===== src/logic/mioc_consts.vh =====
// constants for the motion module io command unit
`ifndef MIOC_CONSTS_VH
`define MIOC_CONSTS_VH

// addresses, values arbitrary defaults
`define MIOC_ADDR_MODULE 8'h01
`define MIOC_ADDR_HOST 8'h02

`define MIOC_FRAME_LAST 4'h8
`define MIOC_REPLY_LAST 4'h8

`define MIOC_INSTR_RESTORE 8'h0C
`define MIOC_INSTR_HOMING 8'h0D
`define MIOC_INSTR_SETOUT 8'h0E
`define MIOC_INSTR_READ 8'h0F

`define MIOC_ST_BAD_CSUM 8'h01
`define MIOC_ST_BAD_INSTR 8'h02
`define MIOC_ST_BAD_TYPE 8'h03
`define MIOC_ST_BAD_VALUE 8'h04
`define MIOC_ST_OK 8'h64

`define MIOC_BANK_0 8'h00
`define MIOC_BANK_1 8'h01
`define MIOC_BANK_2 8'h02

`define MIOC_HOME_START 8'h00
`define MIOC_HOME_STOP 8'h01
`define MIOC_HOME_STATUS 8'h02

`define MIOC_PORT_0 8'h00
`define MIOC_PORT_1 8'h01
`define MIOC_PORT_4 8'h04
`define MIOC_PORT_VOLT 8'h08
`define MIOC_PORT_TEMP 8'h09
`define MIOC_PORT_ALL 8'hFF
`define MIOC_NUM_INPUTS 8'h05

`define MIOC_VAL_FROM_ACC 32'hFFFF_FFFF
`define MIOC_VAL_MAX_BIT 32'h0000_0001
`define MIOC_VAL_MAX_VEC 32'h0000_00FF
`define MIOC_HOME_ACTIVE 32'h0000_0001

`define MIOC_REG_CTRL 4'h0
`define MIOC_REG_ACC 4'h4
`define MIOC_REG_IO 4'h8
`define MIOC_REG_ERRCNT 4'hC

`define MIOC_RST_PULLUP 1'b1

`endif


===== src/logic/mioc_reply_tx.v =====
// reply frame serialiser with checksum
`timescale 1ns/1ps
`include "mioc_consts.vh"

module mioc_reply_tx (
  input wire ref_clk,
  input wire nrst,
  input wire start,
  input wire [7:0] status,
  input wire [7:0] instr,
  input wire [31:0] value,
  input wire tx_ready,
  output reg [7:0] tx_data,
  output reg tx_valid,
  output reg done
);

  reg [7:0] byte_mem [1:8];
  reg [3:0] idx_reg;
  wire [7:0] csum;

  assign csum = `MIOC_ADDR_HOST + `MIOC_ADDR_MODULE + status + instr +
                value[31:24] + value[23:16] + value[15:8] + value[7:0];

  always @(posedge ref_clk) begin
    if (!nrst) begin
      tx_data <= 8'h00;
      tx_valid <= 1'b0;
      done <= 1'b0;
      idx_reg <= 4'h0;
    end else begin
      done <= 1'b0;
      if (start && !tx_valid) begin
        byte_mem[1] <= `MIOC_ADDR_MODULE;
        byte_mem[2] <= status;
        byte_mem[3] <= instr;
        byte_mem[4] <= value[31:24];
        byte_mem[5] <= value[23:16];
        byte_mem[6] <= value[15:8];
        byte_mem[7] <= value[7:0];
        byte_mem[8] <= csum;
        tx_data <= `MIOC_ADDR_HOST;
        tx_valid <= 1'b1;
        idx_reg <= 4'h1;
      end else if (tx_valid && tx_ready) begin
        if (idx_reg > `MIOC_REPLY_LAST) begin
          tx_valid <= 1'b0;
          done <= 1'b1;
        end else begin
          tx_data <= byte_mem[idx_reg];
          idx_reg <= idx_reg + 4'h1;
        end
      end
    end
  end

endmodule // mioc_reply_tx


===== src/logic/mioc_core.v =====
// command frame receiver, executor and register port
//
// Chosen here: the register addresses and the address-and-strobe port.
`timescale 1ns/1ps
`include "mioc_consts.vh"

module mioc_core (
  input wire ref_clk,
  input wire nrst,
  input wire [7:0] rx_data,
  input wire rx_valid,
  output reg rx_ready,
  output wire [7:0] tx_data,
  output wire tx_valid,
  input wire tx_ready,
  input wire [4:0] gen_in,
  input wire [11:0] adc_in_a,
  input wire [11:0] adc_in_e,
  input wire [15:0] supply_dv,
  input wire [15:0] temp_c,
  input wire homing_busy,
  output reg homing_start,
  output reg homing_stop,
  output reg restore_req,
  output reg [7:0] restore_index,
  output reg general_output_a,
  output reg general_output_b,
  output reg pullup_en,
  input wire [3:0] reg_addr,
  input wire [31:0] reg_wdata,
  input wire reg_wr,
  input wire reg_rd,
  output reg [31:0] reg_rdata
);

  localparam [1:0] ST_RX = 2'b00;
  localparam [1:0] ST_EXEC = 2'b01;
  localparam [1:0] ST_SEND = 2'b10;

  reg [1:0] state_reg;
  reg [3:0] cnt_reg;
  reg [7:0] sum_reg;
  reg [7:0] frame_mem [0:8];
  reg standalone_reg;
  reg [31:0] acc_reg;
  reg [15:0] errcnt_reg;
  reg tx_start_reg;
  reg [7:0] rep_status_reg;
  reg [7:0] rep_instr_reg;
  reg [31:0] rep_value_reg;
  wire tx_done;

  wire [7:0] f_addr;
  wire [7:0] f_instr;
  wire [7:0] f_type;
  wire [7:0] f_bank;
  wire [31:0] f_value;
  wire cs_ok;

  assign f_addr = frame_mem[0];
  assign f_instr = frame_mem[1];
  assign f_type = frame_mem[2];
  assign f_bank = frame_mem[3];
  assign f_value = {frame_mem[4], frame_mem[5], frame_mem[6], frame_mem[7]};
  assign cs_ok = (sum_reg == frame_mem[8]);

  // execution decode
  reg [7:0] ex_status;
  reg [31:0] ex_value;
  reg ex_restore;
  reg ex_hstart;
  reg ex_hstop;
  reg ex_set_out;
  reg ex_lvl_a;
  reg ex_lvl_b;
  reg ex_set_pu;
  reg ex_read;
  reg ex_acc_force;
  reg [7:0] ex_vec;

  always @* begin
    ex_status = `MIOC_ST_OK;
    ex_value = 32'h0000_0000;
    ex_restore = 1'b0;
    ex_hstart = 1'b0;
    ex_hstop = 1'b0;
    ex_set_out = 1'b0;
    ex_lvl_a = general_output_a;
    ex_lvl_b = general_output_b;
    ex_set_pu = 1'b0;
    ex_read = 1'b0;
    ex_acc_force = 1'b0;
    ex_vec = 8'h00;
    if (!cs_ok) begin
      ex_status = `MIOC_ST_BAD_CSUM;
    end else begin
      case (f_instr)
        `MIOC_INSTR_RESTORE: begin
          if (f_bank == `MIOC_BANK_2) begin
            ex_restore = 1'b1;
          end else begin
            ex_status = `MIOC_ST_BAD_VALUE;
          end
        end
        `MIOC_INSTR_HOMING: begin
          if (f_bank != `MIOC_BANK_0) begin
            ex_status = `MIOC_ST_BAD_VALUE;
          end else begin
            case (f_type)
              `MIOC_HOME_START: ex_hstart = 1'b1;
              `MIOC_HOME_STOP: ex_hstop = 1'b1;
              `MIOC_HOME_STATUS: begin
                ex_value = homing_busy ? `MIOC_HOME_ACTIVE :
                           32'h0000_0000;
              end
              default: ex_status = `MIOC_ST_BAD_TYPE;
            endcase
          end
        end
        `MIOC_INSTR_SETOUT: begin
          if (f_bank == `MIOC_BANK_2) begin
            case (f_type)
              `MIOC_PORT_0: begin
                if (f_value > `MIOC_VAL_MAX_BIT) begin
                  ex_status = `MIOC_ST_BAD_VALUE;
                end else begin
                  ex_set_out = 1'b1;
                  ex_lvl_a = f_value[0];
                end
              end
              `MIOC_PORT_1: begin
                if (f_value > `MIOC_VAL_MAX_BIT) begin
                  ex_status = `MIOC_ST_BAD_VALUE;
                end else begin
                  ex_set_out = 1'b1;
                  ex_lvl_b = f_value[0];
                end
              end
              `MIOC_PORT_ALL: begin
                if (f_value == `MIOC_VAL_FROM_ACC) begin
                  ex_vec = acc_reg[7:0];
                  ex_set_out = 1'b1;
                end else if (f_value > `MIOC_VAL_MAX_VEC) begin
                  ex_status = `MIOC_ST_BAD_VALUE;
                end else begin
                  ex_vec = f_value[7:0];
                  ex_set_out = 1'b1;
                end
                ex_lvl_a = ex_set_out ? ex_vec[0] : general_output_a;
                ex_lvl_b = ex_set_out ? ex_vec[1] : general_output_b;
              end
              default: ex_status = `MIOC_ST_BAD_TYPE;
            endcase
          end else if (f_bank == `MIOC_BANK_0) begin
            if (f_type != `MIOC_PORT_0) begin
              ex_status = `MIOC_ST_BAD_TYPE;
            end else if (f_value > `MIOC_VAL_MAX_BIT) begin
              ex_status = `MIOC_ST_BAD_VALUE;
            end else begin
              ex_set_pu = 1'b1;
            end
          end else begin
            ex_status = `MIOC_ST_BAD_VALUE;
          end
        end
        `MIOC_INSTR_READ: begin
          case (f_bank)
            `MIOC_BANK_0: begin
              if (f_type < `MIOC_NUM_INPUTS) begin
                ex_value = {31'h0000_0000, gen_in[f_type[2:0]]};
                ex_read = 1'b1;
              end else if (f_type == `MIOC_PORT_ALL) begin
                ex_value = {27'h000_0000, gen_in};
                ex_read = 1'b1;
                ex_acc_force = 1'b1;
              end else begin
                ex_status = `MIOC_ST_BAD_TYPE;
              end
            end
            `MIOC_BANK_1: begin
              ex_read = 1'b1;
              case (f_type)
                `MIOC_PORT_0: ex_value = {20'h0_0000, adc_in_a};
                `MIOC_PORT_4: ex_value = {20'h0_0000, adc_in_e};
                `MIOC_PORT_VOLT: ex_value = {16'h0000, supply_dv};
                `MIOC_PORT_TEMP: ex_value = {{16{temp_c[15]}}, temp_c};
                default: begin
                  ex_read = 1'b0;
                  ex_status = `MIOC_ST_BAD_TYPE;
                end
              endcase
            end
            `MIOC_BANK_2: begin
              ex_read = 1'b1;
              case (f_type)
                `MIOC_PORT_0: ex_value = {31'h0000_0000, general_output_a};
                `MIOC_PORT_1: ex_value = {31'h0000_0000, general_output_b};
                default: begin
                  ex_read = 1'b0;
                  ex_status = `MIOC_ST_BAD_TYPE;
                end
              endcase
            end
            default: ex_status = `MIOC_ST_BAD_VALUE;
          endcase
        end
        default: ex_status = `MIOC_ST_BAD_INSTR;
      endcase
    end
  end

  // frame reception and execution sequencing
  always @(posedge ref_clk) begin
    if (!nrst) begin
      state_reg <= ST_RX;
      cnt_reg <= 4'h0;
      sum_reg <= 8'h00;
      rx_ready <= 1'b1;
      tx_start_reg <= 1'b0;
      rep_status_reg <= 8'h00;
      rep_instr_reg <= 8'h00;
      rep_value_reg <= 32'h0000_0000;
      homing_start <= 1'b0;
      homing_stop <= 1'b0;
      restore_req <= 1'b0;
      restore_index <= 8'h00;
      general_output_a <= 1'b0;
      general_output_b <= 1'b0;
      pullup_en <= `MIOC_RST_PULLUP;
      acc_reg <= 32'h0000_0000;
      errcnt_reg <= 16'h0000;
    end else begin
      homing_start <= 1'b0;
      homing_stop <= 1'b0;
      restore_req <= 1'b0;
      tx_start_reg <= 1'b0;
      if (reg_wr && reg_addr == `MIOC_REG_ACC) begin
        acc_reg <= reg_wdata;
      end
      case (state_reg)
        ST_RX: begin
          if (rx_valid && rx_ready) begin
            frame_mem[cnt_reg] <= rx_data;
            if (cnt_reg == `MIOC_FRAME_LAST) begin
              rx_ready <= 1'b0;
              cnt_reg <= 4'h0;
              state_reg <= ST_EXEC;
            end else begin
              sum_reg <= sum_reg + rx_data;
              cnt_reg <= cnt_reg + 4'h1;
            end
          end
        end
        ST_EXEC: begin
          sum_reg <= 8'h00;
          if (f_addr != `MIOC_ADDR_MODULE) begin
            rx_ready <= 1'b1;
            state_reg <= ST_RX;
          end else begin
            rep_status_reg <= ex_status;
            rep_instr_reg <= f_instr;
            rep_value_reg <= ex_value;
            tx_start_reg <= 1'b1;
            state_reg <= ST_SEND;
            if (!cs_ok) begin
              errcnt_reg <= errcnt_reg + 16'h0001;
            end
            if (ex_restore) begin
              restore_req <= 1'b1;
              restore_index <= f_type;
            end
            homing_start <= ex_hstart;
            homing_stop <= ex_hstop;
            if (ex_set_out) begin
              general_output_a <= ex_lvl_a;
              general_output_b <= ex_lvl_b;
            end
            if (ex_set_pu) begin
              pullup_en <= f_value[0];
            end
            if (ex_read && (standalone_reg || ex_acc_force)) begin
              acc_reg <= ex_value;
            end
          end
        end
        ST_SEND: begin
          if (tx_done) begin
            rx_ready <= 1'b1;
            state_reg <= ST_RX;
          end
        end
        default: begin
          rx_ready <= 1'b1;
          state_reg <= ST_RX;
        end
      endcase
    end
  end

  // register port, read data valid only in the cycle after the strobe
  always @(posedge ref_clk) begin
    if (!nrst) begin
      standalone_reg <= 1'b0;
      reg_rdata <= 32'h0000_0000;
    end else begin
      if (reg_wr && reg_addr == `MIOC_REG_CTRL) begin
        standalone_reg <= reg_wdata[0];
      end
      if (reg_rd) begin
        case (reg_addr)
          `MIOC_REG_CTRL: reg_rdata <= {31'h0000_0000, standalone_reg};
          `MIOC_REG_ACC: reg_rdata <= acc_reg;
          `MIOC_REG_IO: reg_rdata <= {28'h000_0000, homing_busy, pullup_en,
                                      general_output_b, general_output_a};
          `MIOC_REG_ERRCNT: reg_rdata <= {16'h0000, errcnt_reg};
          default: reg_rdata <= 32'h0000_0000;
        endcase
      end else begin
        reg_rdata <= 32'h0000_0000;
      end
    end
  end

  mioc_reply_tx u_reply (
    .ref_clk(ref_clk),
    .nrst(nrst),
    .start(tx_start_reg),
    .status(rep_status_reg),
    .instr(rep_instr_reg),
    .value(rep_value_reg),
    .tx_ready(tx_ready),
    .tx_data(tx_data),
    .tx_valid(tx_valid),
    .done(tx_done)
  );

endmodule // mioc_core


===== config.mk =====
export PLATFORM = sky130hd
export DESIGN_NAME = mioc_core
export DESIGN_NICKNAME = d
export VERILOG_FILES = /design/src/logic/mioc_reply_tx.v /design/src/logic/mioc_core.v
export VERILOG_INCLUDE_DIRS = /design/src /design/src/logic
export SDC_FILE = /design/constraint.sdc
export NUM_CORES = 1
export LEC_CHECK = 0
export BUFFER_PORTS_ARGS = -buffer_cell sky130_fd_sc_hd__buf_4
export CAP_MARGIN = 20
export CORE_ASPECT_RATIO = 0.6
export CORE_MARGIN = 4
export CORE_UTILIZATION = 50
export DETAILED_ROUTE_END_ITERATION = 16
export PLACE_DENSITY = 0.71
export REMOVE_ABC_BUFFERS = 1
export SLEW_MARGIN = 20
export SYNTH_ARGS = -nofsm -noshare
export SYNTH_HDL_FRONTEND = slang
export SYNTH_SLANG_ARGS = --single-unit
export TNS_END_PERCENT = 30

===== constraint.sdc =====
create_clock -name ref_clk -period 6.7 [get_ports ref_clk]
set_input_delay 0.67 -clock ref_clk [delete_from_list [all_inputs] [get_ports ref_clk]]
set_output_delay 0.67 -clock ref_clk [all_outputs]
set_load 0.005 [all_outputs]

==> flow_summary_export.csv <==
group,metric,value,unit
global_route,antenna_found_initial,1,
finish,final_cell_mix,"buf_4, nand2_1, dfxtp_1",
logic_synthesis,synth_xor_area_share,3.46,%
drt,drtIter0Drc,931,
job,drv_cap,0,
setup_path,slowest_delay,0.80,ns
placed_design,dp_hpwl,23300,µm
cts,insertion_delay,0.54,ns
sta,fin_ws,2.79,ns
sta,fmax,256,MHz
power,fin_total_pwr,3.42,mW
power,p_leak,5.42,nW
finish,largestRegisters,"frame_mem x72, u_reply.byte_mem x37",
logic_synthesis,avgSynthCellArea,10.4,µm²
drt,routed_wl,32500,µm
finish,drive_gt1_share,19.2,%
logic_synthesis,synth.distinct_cells,65,
sta,worst_pin_slew,1.07,ns
placed_design,post-place-ws,2.80,ns
die,initial_utilization,51.1,%
global_route,overflow,0,
die,pin_count,168,
logic_synthesis,muxShareOfSynthArea,2.78,%
drt,wire_per_inst,20.0,µm
drt,remaining_drc_errors,0,
die,row_count,43,
logic_synthesis,synthAdderAreaFrac,6.78,%
die,core,23200,µm²
sta,layout_worst_path_cycle_share,58.3,%
sta,fin_crit,3.91,ns
finish,largest_register,"frame_mem",
sta,finalClockSkew,0.0325,ns
cts,cts.htree.levels,1,
global_route,grt_max_degree,71,
logic_synthesis,yosysWarnings,0,
setup_path,path_class,"reg2reg",
logic_synthesis,synth_seq_cells,263,
drt,drtAntennaViolNets,0,
sta,hold_ws,0.407,ns
logic_synthesis,async_reset_ff_share,0,%
cts,cts_root_buf,"clkbuf_16",
logic_synthesis,seq_area_frac_synth,53.5,%
power,vdd_drop_max,0.184,mV
cts,cts_made_buffers,25,
logic_synthesis,synth_edf_count,109,
cts,cts_max_path_buffers,3,
logic_synthesis,synthFlopType,"dfxtp_1",
cts,cts_hold_buf,0,
global_route,track_usage,24.1,%
sta,rsz0062_at_grt,"no",
finish,largest_reg_flops,72,
sta,finalSetupViolations,0,
sta,tns,0,ns
logic_synthesis,synth_top_family_by_area,"simple AND/OR/NAND/NOR gates",
setup_path,path_buf_inv,3,
logic_synthesis,synth_compound_area_share,12.6,%
power,cellPowerDensity,239,nW/µm²
setup_path,cp_slowest_cell,"dfxtp_1",
run_status,status,"complete, no violations",
setup_path,cp_max_fo,18,
logic_synthesis,synthSimpleGateAreaFrac,17.2,%
finish,area_growth,20.2,%
logic_synthesis,synth_area,11900,µm²
setup_path,cp-end-kind,"register",
finish,num-nets-final,1456,
finish,n_antenna_cell,0,
cts,cts_tree,"yes",
placed_design,io_buffers,167,
setup_path,required,6.96,ns
drt,vias,9401,
cts,post_cts_resized,0,
min_path,hp-class,"in2reg",
global_route,grt_pass1_wl,50800,µm
finish,layout_commonest_cell,"buf_4",
sta,hold_viol_final,0,
cts,cts.clk_slew.worst_paths,0.07,ns
cts,post_cts_buffers,0,
placed_design,place.gp.congestion,0.897,
die,fp.dieW,207,µm
logic_synthesis,synthCells,1147,
cts,numClockSinks,263,
setup_path,critical_path.top_delay_family,"adder cells",
drt,via_per_inst,5.79,
die,dieArea,26400,µm²
global_route,grt_pass1_vias,8750,
sta,slew-limit-headroom,28.0,%
sta,slew_viol_final,0,
setup_path,startpoint_type,"register",
drt,drt_pre_antenna_iters,5,
setup_path,path_cells,"ha_1, xor2_1, fa_1, inv_1, fa_1, ha_1, inv_1, fa_1, inv_1, a21o_1, a21oi_1, o21bai_1, a21oi_1, xnor2_1",
setup_path,critPathArrivalTime,4.17,ns
die,die_h,127,µm
cell type report:
cell class,instances,area (µm²)
clock buffers,29,682
well taps,315,394
flip-flops and latches,263,6360
repair buffers,176,1320
fillers,1917,8960
multi-input cells,774,5100
clock inverters,16,236
inverters,51,191
routing by layer:
layer	routed length (µm)	vias to the layer above	track usage, %
met4	358	2	3.50
met1	16000	4535	39.4
met5	13	-	0
li1	-	4420	-
met2	13000	408	32.3
met3	3100	36	6.09
synth_stat cells (22+ instances only):
cell type,number,area share (%)
ha_1,34,3.6
edfxtp_1,109,28
nand2_1,158,5.0
nor2_1,87,2.7
a22oi_1,44,2.8
clkbuf_1,47,1.5
a21oi_1,67,2.8
and2_1,34,1.8
o21ai_0,22,0.93
xnor2_1,30,2.2
dfxtp_1,154,26
nand3_1,30,1.3
inv_1,51,1.6
nor3_1,23,0.97
metrics by stage:
stage / instances / area [µm²] / util, %
after floorplan: 1088 / 11600 / -
after detailed placement: 1579 / 13400 / 57.5
after CTS: 1624 / 14300 / 61.5
after global placement: 1579 / 13400 / 57.5
after global routing: 1624 / 14300 / 61.5
final: 1624 / 14300 / 61.5
power breakdown:
part	internal (mW)	switching (mW)	total, mW
clock	0.931	0.632	1.56
sequential	1.68	0.0137	1.69
combinational	0.0804	0.0835	0.164
worst register-to-register path, stage by stage, from the launching register on:
cell      delay, ns
dfxtp_1        0.80
ha_1           0.38
xor2_1         0.15
fa_1           0.51
inv_1          0.05
fa_1           0.54
ha_1           0.17
inv_1          0.05
fa_1           0.39
inv_1          0.07
a21o_1         0.10
a21oi_1        0.08
o21bai_1       0.14
a21oi_1        0.10
xnor2_1        0.13
cell families (layout without fill, tap and decap cells):
group / count (synthesis) / in the layout
xor gates and xnor gates: 47 / 47
DFF: 263 / 263
AOI/OAI and AO/OA: 224 / 224
muxes: 26 / 26
and+or+nand+nor: 424 / 424
buffers and inverters: 110 / 272
adders and majority gates: 53 / 53
worst paths after layout:
kind | from | end | slack, ns | depth (start not counted)
max | rep_value_reg[30] | u_reply.byte_mem[8][7] | 2.79 | 14
min | reg_wdata[0] | standalone_reg | 0.41 | 3
max reg2reg | rep_value_reg[30] | u_reply.byte_mem[8][7] | 2.79 | 14
min reg2reg | rep_value_reg[2] | u_reply.byte_mem[7][2] | 0.44 | 0
Power figures use the tool's default switching activity.
